### src/hdl/eclsm_pkg.sv
package eclsm_pkg;
	// Quadrature and microstep figures
	localparam int          COUNTS_PER_LINE   = 4;
	localparam int          ENC_LINES         = 1000;
	localparam int          COUNTS_PER_REV    = COUNTS_PER_LINE * ENC_LINES;
	localparam logic [8:0]  CLOSED_MSTEP_DIV  = 9'h100;
	// Reset values
	localparam logic        CLOSED_LOOP_RST   = 1'b0;
	localparam logic        FAULT_FLAG_RST    = 1'b0;
	// Clock and typical settle time
	localparam int          CLK_PERIOD_NS     = 10;
	localparam int          SETTLE_TYP_MS     = 50;
	localparam int          SETTLE_TYP_CYC    = SETTLE_TYP_MS * 1000000 / CLK_PERIOD_NS;
	localparam int          MS_CYCLES         = 1000000 / CLK_PERIOD_NS;
	// Quadrature step decode
	localparam logic [1:0]  QDIR_NONE         = 2'h0;
	localparam logic [1:0]  QDIR_UP           = 2'h1;
	localparam logic [1:0]  QDIR_DOWN         = 2'h2;

	typedef enum logic [5:0] {
		ST_IDLE   = 6'h01,
		ST_MOVE   = 6'h02,
		ST_DRAIN  = 6'h04,
		ST_SETTLE = 6'h08,
		ST_HOLD   = 6'h10,
		ST_HALT   = 6'h20
	} eclsm_state_t;
endpackage : eclsm_pkg

### src/hdl/eclsm_delay.sv
`timescale 1ns/100ps
module eclsm_delay #(
	parameter int CNT_W = 32
) (
	// Clock and reset
	input  wire logic             sys_clk,
	input  wire logic             reset,
	// Control
	input  wire logic             start,
	input  wire logic [CNT_W-1:0] length,
	output logic                  busy,
	output logic                  done
);
	typedef struct packed {
		logic [CNT_W-1:0] cnt;
		logic             busy;
		logic             done;
	} eclsm_dly_st_t;

	eclsm_dly_st_t st_ff;
	eclsm_dly_st_t nxt_st;

	always_comb begin
		nxt_st = st_ff;
		nxt_st.done = 1'b0;
		if (start) begin
			nxt_st.cnt = length;
			nxt_st.busy = 1'b1;
		end else if (st_ff.busy) begin
			if (st_ff.cnt == '0) begin
				nxt_st.busy = 1'b0;
				nxt_st.done = 1'b1;
			end else begin
				nxt_st.cnt = st_ff.cnt - CNT_W'(1);
			end
		end
	end

	always_ff @(posedge sys_clk) begin
		if (reset) begin
			st_ff <= '0;
		end else begin
			st_ff <= nxt_st;
		end
	end

	assign busy = st_ff.busy;
	assign done = st_ff.done;
endmodule : eclsm_delay

### src/hdl/eclsm_quad.sv
`timescale 1ns/100ps
module eclsm_quad #(
	parameter int POS_W = 32
) (
	// Clock and reset
	input  wire logic             sys_clk,
	input  wire logic             reset,
	// Encoder pins
	input  wire logic             enc_a,
	input  wire logic             enc_b,
	// Position
	output logic signed [POS_W-1:0] enc_pos,
	output logic                  enc_tick
);
	typedef struct packed {
		logic [1:0]              sa;
		logic [1:0]              sb;
		logic [1:0]              prev;
		logic signed [POS_W-1:0] pos;
		logic                    tick;
	} eclsm_quad_st_t;

	eclsm_quad_st_t st_ff;
	eclsm_quad_st_t nxt_st;

	function automatic logic [1:0] qdir(input logic [1:0] p, input logic [1:0] c);
		case ({p, c})
			4'h1, 4'h7, 4'he, 4'h8: qdir = eclsm_pkg::QDIR_UP;
			4'h2, 4'hb, 4'hd, 4'h4: qdir = eclsm_pkg::QDIR_DOWN;
			default:                qdir = eclsm_pkg::QDIR_NONE;
		endcase
	endfunction : qdir

	logic [1:0] cur;
	logic [1:0] dir;

	always_comb begin
		nxt_st = st_ff;
		nxt_st.sa = {st_ff.sa[0], enc_a};
		nxt_st.sb = {st_ff.sb[0], enc_b};
		cur = {st_ff.sa[1], st_ff.sb[1]};
		dir = qdir(st_ff.prev, cur);
		nxt_st.prev = cur;
		nxt_st.tick = 1'b0;
		// Every edge of either channel is one count
		if (dir == eclsm_pkg::QDIR_UP) begin
			nxt_st.pos = st_ff.pos + POS_W'(1);
			nxt_st.tick = 1'b1;
		end else if (dir == eclsm_pkg::QDIR_DOWN) begin
			nxt_st.pos = st_ff.pos - POS_W'(1);
			nxt_st.tick = 1'b1;
		end
	end

	always_ff @(posedge sys_clk) begin
		if (reset) begin
			st_ff <= '0;
		end else begin
			st_ff <= nxt_st;
		end
	end

	assign enc_pos = st_ff.pos;
	assign enc_tick = st_ff.tick;
endmodule : eclsm_quad

### src/hdl/eclsm_top.sv
`timescale 1ns/100ps
// Behaviour
// - Encoder decoded in quadrature, four counts per line.
// - Closed-loop enable bit, off after reset.
// - Closed loop: move distances taken as encoder counts.
// - Closed loop: run speed value taken as counts per second.
// - Closed loop: microstep divisor forced to 256, writes ignored.
// - Closed loop: move complete only when position within window of target.
// - Closed loop: after all steps issued, wait for position confirmed in window.
// - Closed loop only: step versus count difference over limit raises fault.
// - Stalled encoder: keep stepping to last position plus limit, then flag.
// - Fault halts motion when policy 0, continues when policy 1.
// - Fault flag sticky on every closed-loop stall; cleared by writing zero.
// - Position restoration applied only after a move completes.
// - Restore with policy 1 regardless of limit.
// - Finished move switches run current to idle current; in closed loop only if the idle delay ends after the drain.
// - Idle current switch delayed by programmable delay after last step.
// - Programmable settle delay before checking encoder position.
module eclsm_top #(
	parameter int POS_W = 32,
	parameter int DLY_W = 32
) (
	// Clock and reset
	input  wire logic                    sys_clk,
	input  wire logic                    reset,
	// Encoder pins
	input  wire logic                    enc_a,
	input  wire logic                    enc_b,
	// Configuration
	input  wire logic                    closed_loop_wr,
	input  wire logic                    closed_loop_val,
	input  wire logic [POS_W-1:0]        completion_window,
	input  wire logic [POS_W-1:0]        following_error_limit,
	input  wire logic                    fault_stop_policy,
	input  wire logic                    hold_position_servo,
	input  wire logic [7:0]              run_current,
	input  wire logic [7:0]              idle_current,
	input  wire logic [DLY_W-1:0]        idle_current_delay,
	input  wire logic [DLY_W-1:0]        settle_delay,
	input  wire logic                    microstep_wr,
	input  wire logic [8:0]              microstep_val,
	// Fault flag clear
	input  wire logic                    fault_flag_wr,
	input  wire logic                    fault_flag_val,
	// Commands
	input  wire logic                    relative_move,
	input  wire logic                    absolute_move,
	input  wire logic signed [POS_W-1:0] move_distance,
	input  wire logic                    constant_velocity_run,
	input  wire logic [POS_W-1:0]        run_speed,
	input  wire logic                    stop_run,
	// Step generator feedback
	input  wire logic                    step_issued,
	input  wire logic                    step_dir_up,
	// Outputs
	output logic                         closed_loop_on,
	output logic [8:0]                   microstep_divisor,
	output logic                         step_req,
	output logic                         step_req_up,
	output logic [POS_W-1:0]             step_rate,
	output logic                         step_rate_counts,
	output logic                         distance_counts,
	output logic signed [POS_W-1:0]      target_pos,
	output logic signed [POS_W-1:0]      commanded_pos,
	output logic signed [POS_W-1:0]      encoder_pos,
	output logic                         overrun_fault_flag,
	output logic                         move_busy,
	output logic                         move_done,
	output logic [7:0]                   current_setting
);
	typedef struct packed {
		logic                    ca;
		logic                    cb;
		logic                    cl;
		logic [8:0]              msd;
		eclsm_pkg::eclsm_state_t fsm;
		logic signed [POS_W-1:0] tgt;
		logic signed [POS_W-1:0] cmd;
		logic signed [POS_W-1:0] goal;
		logic                    rst_mv;
		logic                    running;
		logic [POS_W-1:0]        rate;
		logic                    flag;
		logic                    exceeded;
		logic                    idle_cur;
		logic                    done;
	} eclsm_top_st_t;

	eclsm_top_st_t st_ff;
	eclsm_top_st_t nxt_st;

	logic signed [POS_W-1:0] enc_pos;
	logic                    enc_tick;
	logic                    settle_start;
	logic                    settle_busy;
	logic                    settle_done;
	logic                    idle_start;
	logic                    idle_busy;
	logic                    idle_done;
	logic signed [POS_W-1:0] err;
	logic [POS_W-1:0]        abs_err;
	logic [POS_W-1:0]        abs_tgt_err;
	logic                    in_window;
	logic                    over_limit;
	logic                    step_left;
	logic signed [POS_W-1:0] cmd_nxt;
	logic signed [POS_W-1:0] offs;
	logic                    restore_ok;

	function automatic logic [POS_W-1:0] mag(input logic signed [POS_W-1:0] v);
		mag = v[POS_W-1] ? POS_W'(-v) : v;
	endfunction : mag

	// Pins pass two flip-flops inside the decoder
	eclsm_quad #(.POS_W(POS_W)) u_quad (
		.sys_clk  (sys_clk),
		.reset    (reset),
		.enc_a    (enc_a),
		.enc_b    (enc_b),
		.enc_pos  (enc_pos),
		.enc_tick (enc_tick)
	);

	eclsm_delay #(.CNT_W(DLY_W)) u_settle (
		.sys_clk (sys_clk),
		.reset   (reset),
		.start   (settle_start),
		.length  (settle_delay),
		.busy    (settle_busy),
		.done    (settle_done)
	);

	eclsm_delay #(.CNT_W(DLY_W)) u_idle (
		.sys_clk (sys_clk),
		.reset   (reset),
		.start   (idle_start),
		.length  (idle_current_delay),
		.busy    (idle_busy),
		.done    (idle_done)
	);

	always_comb begin
		// Commanded position follows issued steps
		cmd_nxt = st_ff.cmd;
		if (step_issued) begin
			cmd_nxt = step_dir_up ? st_ff.cmd + POS_W'(1) : st_ff.cmd - POS_W'(1);
		end
		// Judged on the step that would pass the limit
		err = cmd_nxt - enc_pos;
		abs_err = mag(err);
		abs_tgt_err = mag(enc_pos - st_ff.tgt);
		in_window = (abs_tgt_err <= completion_window);
		over_limit = st_ff.cl && (abs_err > following_error_limit);
		step_left = (st_ff.cmd != st_ff.goal) || st_ff.running;
		// Step goal carries the step to count offset
		offs = st_ff.cmd - enc_pos;
		restore_ok = st_ff.cl && hold_position_servo && (fault_stop_policy || !st_ff.exceeded);
	end

	always_comb begin
		nxt_st = st_ff;
		nxt_st.ca = 1'b0;
		nxt_st.cb = 1'b0;
		nxt_st.done = 1'b0;
		settle_start = 1'b0;
		idle_start = 1'b0;
		// Mode bit and divisor lock
		if (closed_loop_wr) begin
			nxt_st.cl = closed_loop_val;
		end
		if (nxt_st.cl) begin
			nxt_st.msd = eclsm_pkg::CLOSED_MSTEP_DIV;
		end else if (microstep_wr) begin
			nxt_st.msd = microstep_val;
		end
		nxt_st.cmd = cmd_nxt;
		// Fault flag: software writes zero, stall set wins
		if (fault_flag_wr && !fault_flag_val) begin
			nxt_st.flag = 1'b0;
		end
		case (st_ff.fsm)
			eclsm_pkg::ST_IDLE, eclsm_pkg::ST_HOLD: begin
				if (relative_move || absolute_move) begin
					// Distances in counts when closed loop, microsteps otherwise
					nxt_st.tgt = relative_move ? st_ff.tgt + move_distance : move_distance;
					nxt_st.goal = nxt_st.tgt + (st_ff.cl ? offs : POS_W'(0));
					nxt_st.rst_mv = 1'b0;
					nxt_st.exceeded = 1'b0;
					nxt_st.idle_cur = 1'b0;
					nxt_st.fsm = eclsm_pkg::ST_MOVE;
				end else if (constant_velocity_run) begin
					nxt_st.rate = run_speed;
					nxt_st.running = 1'b1;
					nxt_st.rst_mv = 1'b0;
					nxt_st.idle_cur = 1'b0;
					nxt_st.fsm = eclsm_pkg::ST_MOVE;
				end else if (st_ff.fsm == eclsm_pkg::ST_HOLD && !in_window && !settle_busy) begin
					// Restore only after completion
					if (restore_ok) begin
						nxt_st.goal = st_ff.tgt + offs;
						nxt_st.rst_mv = 1'b1;
						nxt_st.idle_cur = 1'b0;
						nxt_st.fsm = eclsm_pkg::ST_MOVE;
					end
				end
				if (st_ff.fsm == eclsm_pkg::ST_HOLD && !hold_position_servo) begin
					nxt_st.fsm = (nxt_st.fsm == eclsm_pkg::ST_MOVE) ? eclsm_pkg::ST_MOVE : eclsm_pkg::ST_IDLE;
				end
			end
			eclsm_pkg::ST_MOVE: begin
				if (stop_run) begin
					nxt_st.running = 1'b0;
					nxt_st.goal = cmd_nxt;
					nxt_st.tgt = cmd_nxt + (st_ff.tgt - st_ff.goal);
				end
				// Checked on every encoder update or issued step in ST_MOVE, not in ST_DRAIN
				if (enc_tick || step_issued) begin
					if (over_limit) begin
						nxt_st.flag = 1'b1;
						nxt_st.exceeded = 1'b1;
						if (!fault_stop_policy) begin
							nxt_st.running = 1'b0;
							nxt_st.tgt = cmd_nxt;
							nxt_st.goal = cmd_nxt;
							nxt_st.fsm = eclsm_pkg::ST_HALT;
						end
					end
				end
				if (!step_left && nxt_st.fsm == eclsm_pkg::ST_MOVE) begin
					idle_start = 1'b1;
					settle_start = 1'b1;
					nxt_st.fsm = st_ff.cl ? eclsm_pkg::ST_DRAIN : eclsm_pkg::ST_HOLD;
					nxt_st.done = !st_ff.cl;
				end
			end
			eclsm_pkg::ST_DRAIN: begin
				// All steps out: wait settle, then confirm window
				if (!settle_busy && !settle_start && in_window) begin
					nxt_st.done = 1'b1;
					nxt_st.fsm = eclsm_pkg::ST_HOLD;
				end else if (!settle_busy && !settle_start && st_ff.rst_mv && restore_ok) begin
					// Restoring move still out of window: retry
					nxt_st.goal = st_ff.tgt + offs;
					nxt_st.fsm = eclsm_pkg::ST_MOVE;
				end
			end
			eclsm_pkg::ST_HALT: begin
				nxt_st.fsm = eclsm_pkg::ST_IDLE;
				idle_start = 1'b1;
			end
			default: begin
				nxt_st.fsm = eclsm_pkg::ST_IDLE;
			end
		endcase
		// Idle current after the delay past the last step
		if (idle_done && nxt_st.fsm != eclsm_pkg::ST_MOVE && nxt_st.fsm != eclsm_pkg::ST_DRAIN) begin
			nxt_st.idle_cur = 1'b1;
		end
	end

	always_ff @(posedge sys_clk) begin
		if (reset) begin
			st_ff <= '0;
			st_ff.cl <= eclsm_pkg::CLOSED_LOOP_RST;
			st_ff.msd <= eclsm_pkg::CLOSED_MSTEP_DIV;
			st_ff.fsm <= eclsm_pkg::ST_IDLE;
			st_ff.flag <= eclsm_pkg::FAULT_FLAG_RST;
		end else begin
			st_ff <= nxt_st;
		end
	end

	assign closed_loop_on = st_ff.cl;
	assign microstep_divisor = st_ff.msd;
	assign step_req = (st_ff.fsm == eclsm_pkg::ST_MOVE) && step_left;
	assign step_req_up = st_ff.running ? 1'b1 : (st_ff.goal > st_ff.cmd);
	assign step_rate = st_ff.rate;
	assign step_rate_counts = st_ff.cl;
	assign distance_counts = st_ff.cl;
	assign target_pos = st_ff.tgt;
	assign commanded_pos = st_ff.cmd;
	assign encoder_pos = enc_pos;
	assign overrun_fault_flag = st_ff.flag;
	assign move_busy = (st_ff.fsm == eclsm_pkg::ST_MOVE) || (st_ff.fsm == eclsm_pkg::ST_DRAIN);
	assign move_done = st_ff.done;
	assign current_setting = st_ff.idle_cur ? idle_current : run_current;
endmodule : eclsm_top

### config.mk
export PLATFORM = sky130hd
export DESIGN_NAME = eclsm_top
export DESIGN_NICKNAME = d
export VERILOG_FILES = /design/src/hdl/eclsm_pkg.sv /design/src/hdl/eclsm_delay.sv /design/src/hdl/eclsm_quad.sv /design/src/hdl/eclsm_top.sv
export SDC_FILE = /design/constraint.sdc
export NUM_CORES = 2
export LEC_CHECK = 0
export ABC_AREA = 1
export BUFFER_PORTS_ARGS = -buffer_cell sky130_fd_sc_hd__buf_2
export CORE_UTILIZATION = 49
export CTS_CLUSTER_SIZE = 12
export DETAILED_ROUTE_END_ITERATION = 6
export PLACE_DENSITY_LB_ADDON = 0.08
export SKIP_CTS_REPAIR_TIMING = 1
export SLEW_MARGIN = 40
export SYNTH_ARGS = -nofsm -noshare
export SYNTH_HDL_FRONTEND = slang
export SYNTH_HIERARCHICAL = 1
export SYNTH_SLANG_ARGS = --single-unit
### constraint.sdc
create_clock -name sys_clk -period 7 [get_ports sys_clk]
set_input_delay 0.7 -clock sys_clk [delete_from_list [all_inputs] [get_ports sys_clk]]
set_output_delay 0.7 -clock sys_clk [all_outputs]
set_load 0.005 [all_outputs]
==> impl_results.md <==
* Placed insts at 8438
* Count of buffers from port buffering at 386
* Antenna violations before repair at 15
* MaxCap Viol Count at 0
* Worst hold stages at 3
* Final hold vios at 0
* FP Rows at 102
* Largest net degree at the start of global routing at 65
* Critical path's slowest cell: ha_1
* Worst path required time at 7.52 ns
* Pwr dens at 292.6 nW/um2
* First-pass detailed-route iteration total at 7
* Syn nets at 7443
* Status: finished clean
* Worst Path Arrival at 7.21 ns
* H-tree depth at 2
* Die Y at 283.3 um
* Multi-input gate area at 29260 um2
* Hold Crit Class: input port to flop
* Final std cells w/o fill at 8524
* Final setup viols at 0
* Critical R2R Capture: u_settle/st_ff[5]$_SDFFE_PP0P_
* Worst Setup SP: step_dir_up
* Synthesis Warnings at 6
* Design area at 46260 um2
* Slew Limit Fails at 0
* Worst Setup Start Kind: input port
* Syn avg cell area at 5.689 um2
* Flop-to-flop setup slack at 0.34 ns
* Final WL at 172600 um
* Skew-Pair Late Insertion Delay at 0.59 ns
* CTS sink count at 256
* Reg2reg start: commanded_pos[0]$_SDFF_PP0_
* Tmin final at 6.687 ns
* Area delta synth->final at 19.28%
* Via Count at 48300
* Crit end category: flop
* DIE WIDTH at 283.3 um
* Die ar. at 80270 um2
* Initial DRC count at 4959
* Core area at 77850 um2
* Total global-route track usage at 41.09%
* Maximum buffer depth of the clock tree at 3
* # DRC at 0
* Worst-path fanout max at 20
* Reg clk slew, reported paths at 0.06 ns
* ANT nets after route at 0
* Worst hold slack at 0.3097 ns
* Clock skew at 0.03003 ns
* R2R cell count at 47
* Number of I/O pins at 387
* WL/cell at 20.25 um
* Global-route wire length before repair at 257500 um
* Final critical-path share of the clock period at 95.53%
* Starting Density at 49.82%
* Pre-CTS WS at -0.7462 ns
* Final GP Congestion at 1.126
* Register area at 5125 um2
* Final net count at 8075
* WHS Endpoint: u_quad/nxt_st[36]$_SDFF_PP0_
* Most used cell, CP: nand2_1
* Rel. slew slack at 39.31%
* VDD IR max at 0.0001970 V
* Via density at 5.666
* CP Class: input port to flop
* TritonCTS Buffers at 38
* Unrepaired setup endpoints after global routing: yes
* Area of the mapped netlist at 38780 um2
* Hold wc startpoint: enc_b
* CTS tree: done
* Layout cells sized above 1 at 16.93%
* Slew @ Worst Pin at 0.9008 ns
* Grt ovf at 0
* Largest stage delay, worst path at 0.31 ns
* Clock Root Buffer: clkbuf_16
* Worst setup margin at 0.3127 ns
* Fmax at 0.1495 GHz
* Vias in the first global route at 44170
* Post-synthesis cell count at 6817
* Filler cells at 8085
* Post-DP HPWL at 141800 um
* Placed Area at 44210 um2
* Leak Pwr at 24.32 nW
* Final core utilization at 59.42%
==> routing by layer <==
metal | up-vias | global-route usage (%) | wire, um
met5 | - | 0 | 98
met4 | 14 | 18.96 | 9339
met3 | 447 | 10.09 | 18120
met2 | 2297 | 65.75 | 75360
met1 | 22180 | 51.73 | 69690
li1 | 23360 | - | -
==> critical path, delay by kind of cell <==
family / cells / cell delay, ns
fa+ha+maj: 3 / 0.84
compound gates: 10 / 1.45
buf+inv: 13 / 1.78
simple gates: 23 / 2.37
==> flip-flops by register name (all words and copies together), names as in the netlist <==
register	cells
closed_loop_on	1
commanded_pos	32
microstep_divisor	9
move_done	1
overrun_fault_flag	1
st_ff	42
step_rate	32
target_pos	32
u_idle/busy	1
u_idle/done	1
u_idle/st_ff	32
u_quad/cur	2
u_quad/dir	2
u_quad/enc_pos	32
u_quad/enc_tick	1
u_quad/nxt_st	2
u_settle/busy	1
u_settle/st_ff	32
==> cells in the final DEF, fill, tap and decap left out, types with 160 or more instances in the layout <==
cell type  count
a21oi_1      480
buf_2        384
buf_4        450
dfxtp_1      256
ha_1         323
inv_1        941
nand2_1     1845
nand3_1      534
nand4_1      160
nor2_1       767
o21ai_0      357
==> worst max path at each step <==
stage          cells past startpoint                              end  slack (ns)
3_5_place_dp                      49  u_settle/st_ff[23]$_SDFFE_PP0P_       -0.75
4_1_cts                           45    u_idle/st_ff[10]$_SDFFE_PP0P_       -0.25
6_report                          49   u_settle/st_ff[5]$_SDFFE_PP0P_        0.31
3_3_place_gp                      44    u_idle/st_ff[11]$_SDFFE_PP0P_       -0.66
5_1_grt                           50   u_settle/st_ff[5]$_SDFFE_PP0P_       -0.11
2_1_floorplan                     47     u_idle/st_ff[6]$_SDFFE_PP0P_       -0.04
==> where the power goes <==
part / switching, W / total (W) / internal, W
Sequential: 0.000128 / 0.00168 / 0.00156
Combinational: 0.00623 / 0.00974 / 0.00350
Clock: 0.000837 / 0.00211 / 0.00127
==> metrics by stage <==
| step | TNS (ns) | total power, W |
|---|---|---|
| global route | -2.497 | 0.01456 |
| CTS | -6.557 | 0.01307 |
| detailed placement | -60.99 | 0.01092 |
| finish | 0 | 0.01353 |
| floorplan | -0.7389 | 0.007728 |
| global placement | -50.21 | 0.01085 |
==> area by class of cell <==
| type | instances | area share, % |
|---|---|---|
| antenna | 7 | 0.03787 |
| clock buffer | 51 | 2.421 |
| clock inverter | 17 | 0.4679 |
| inverter | 972 | 7.906 |
| multi-input combinational | 5330 | 63.26 |
| sequential | 256 | 11.08 |
| tap | 1040 | 2.813 |
| timing repair buffer | 851 | 12.01 |
Note: power is estimated with default switching activity, not from simulation.
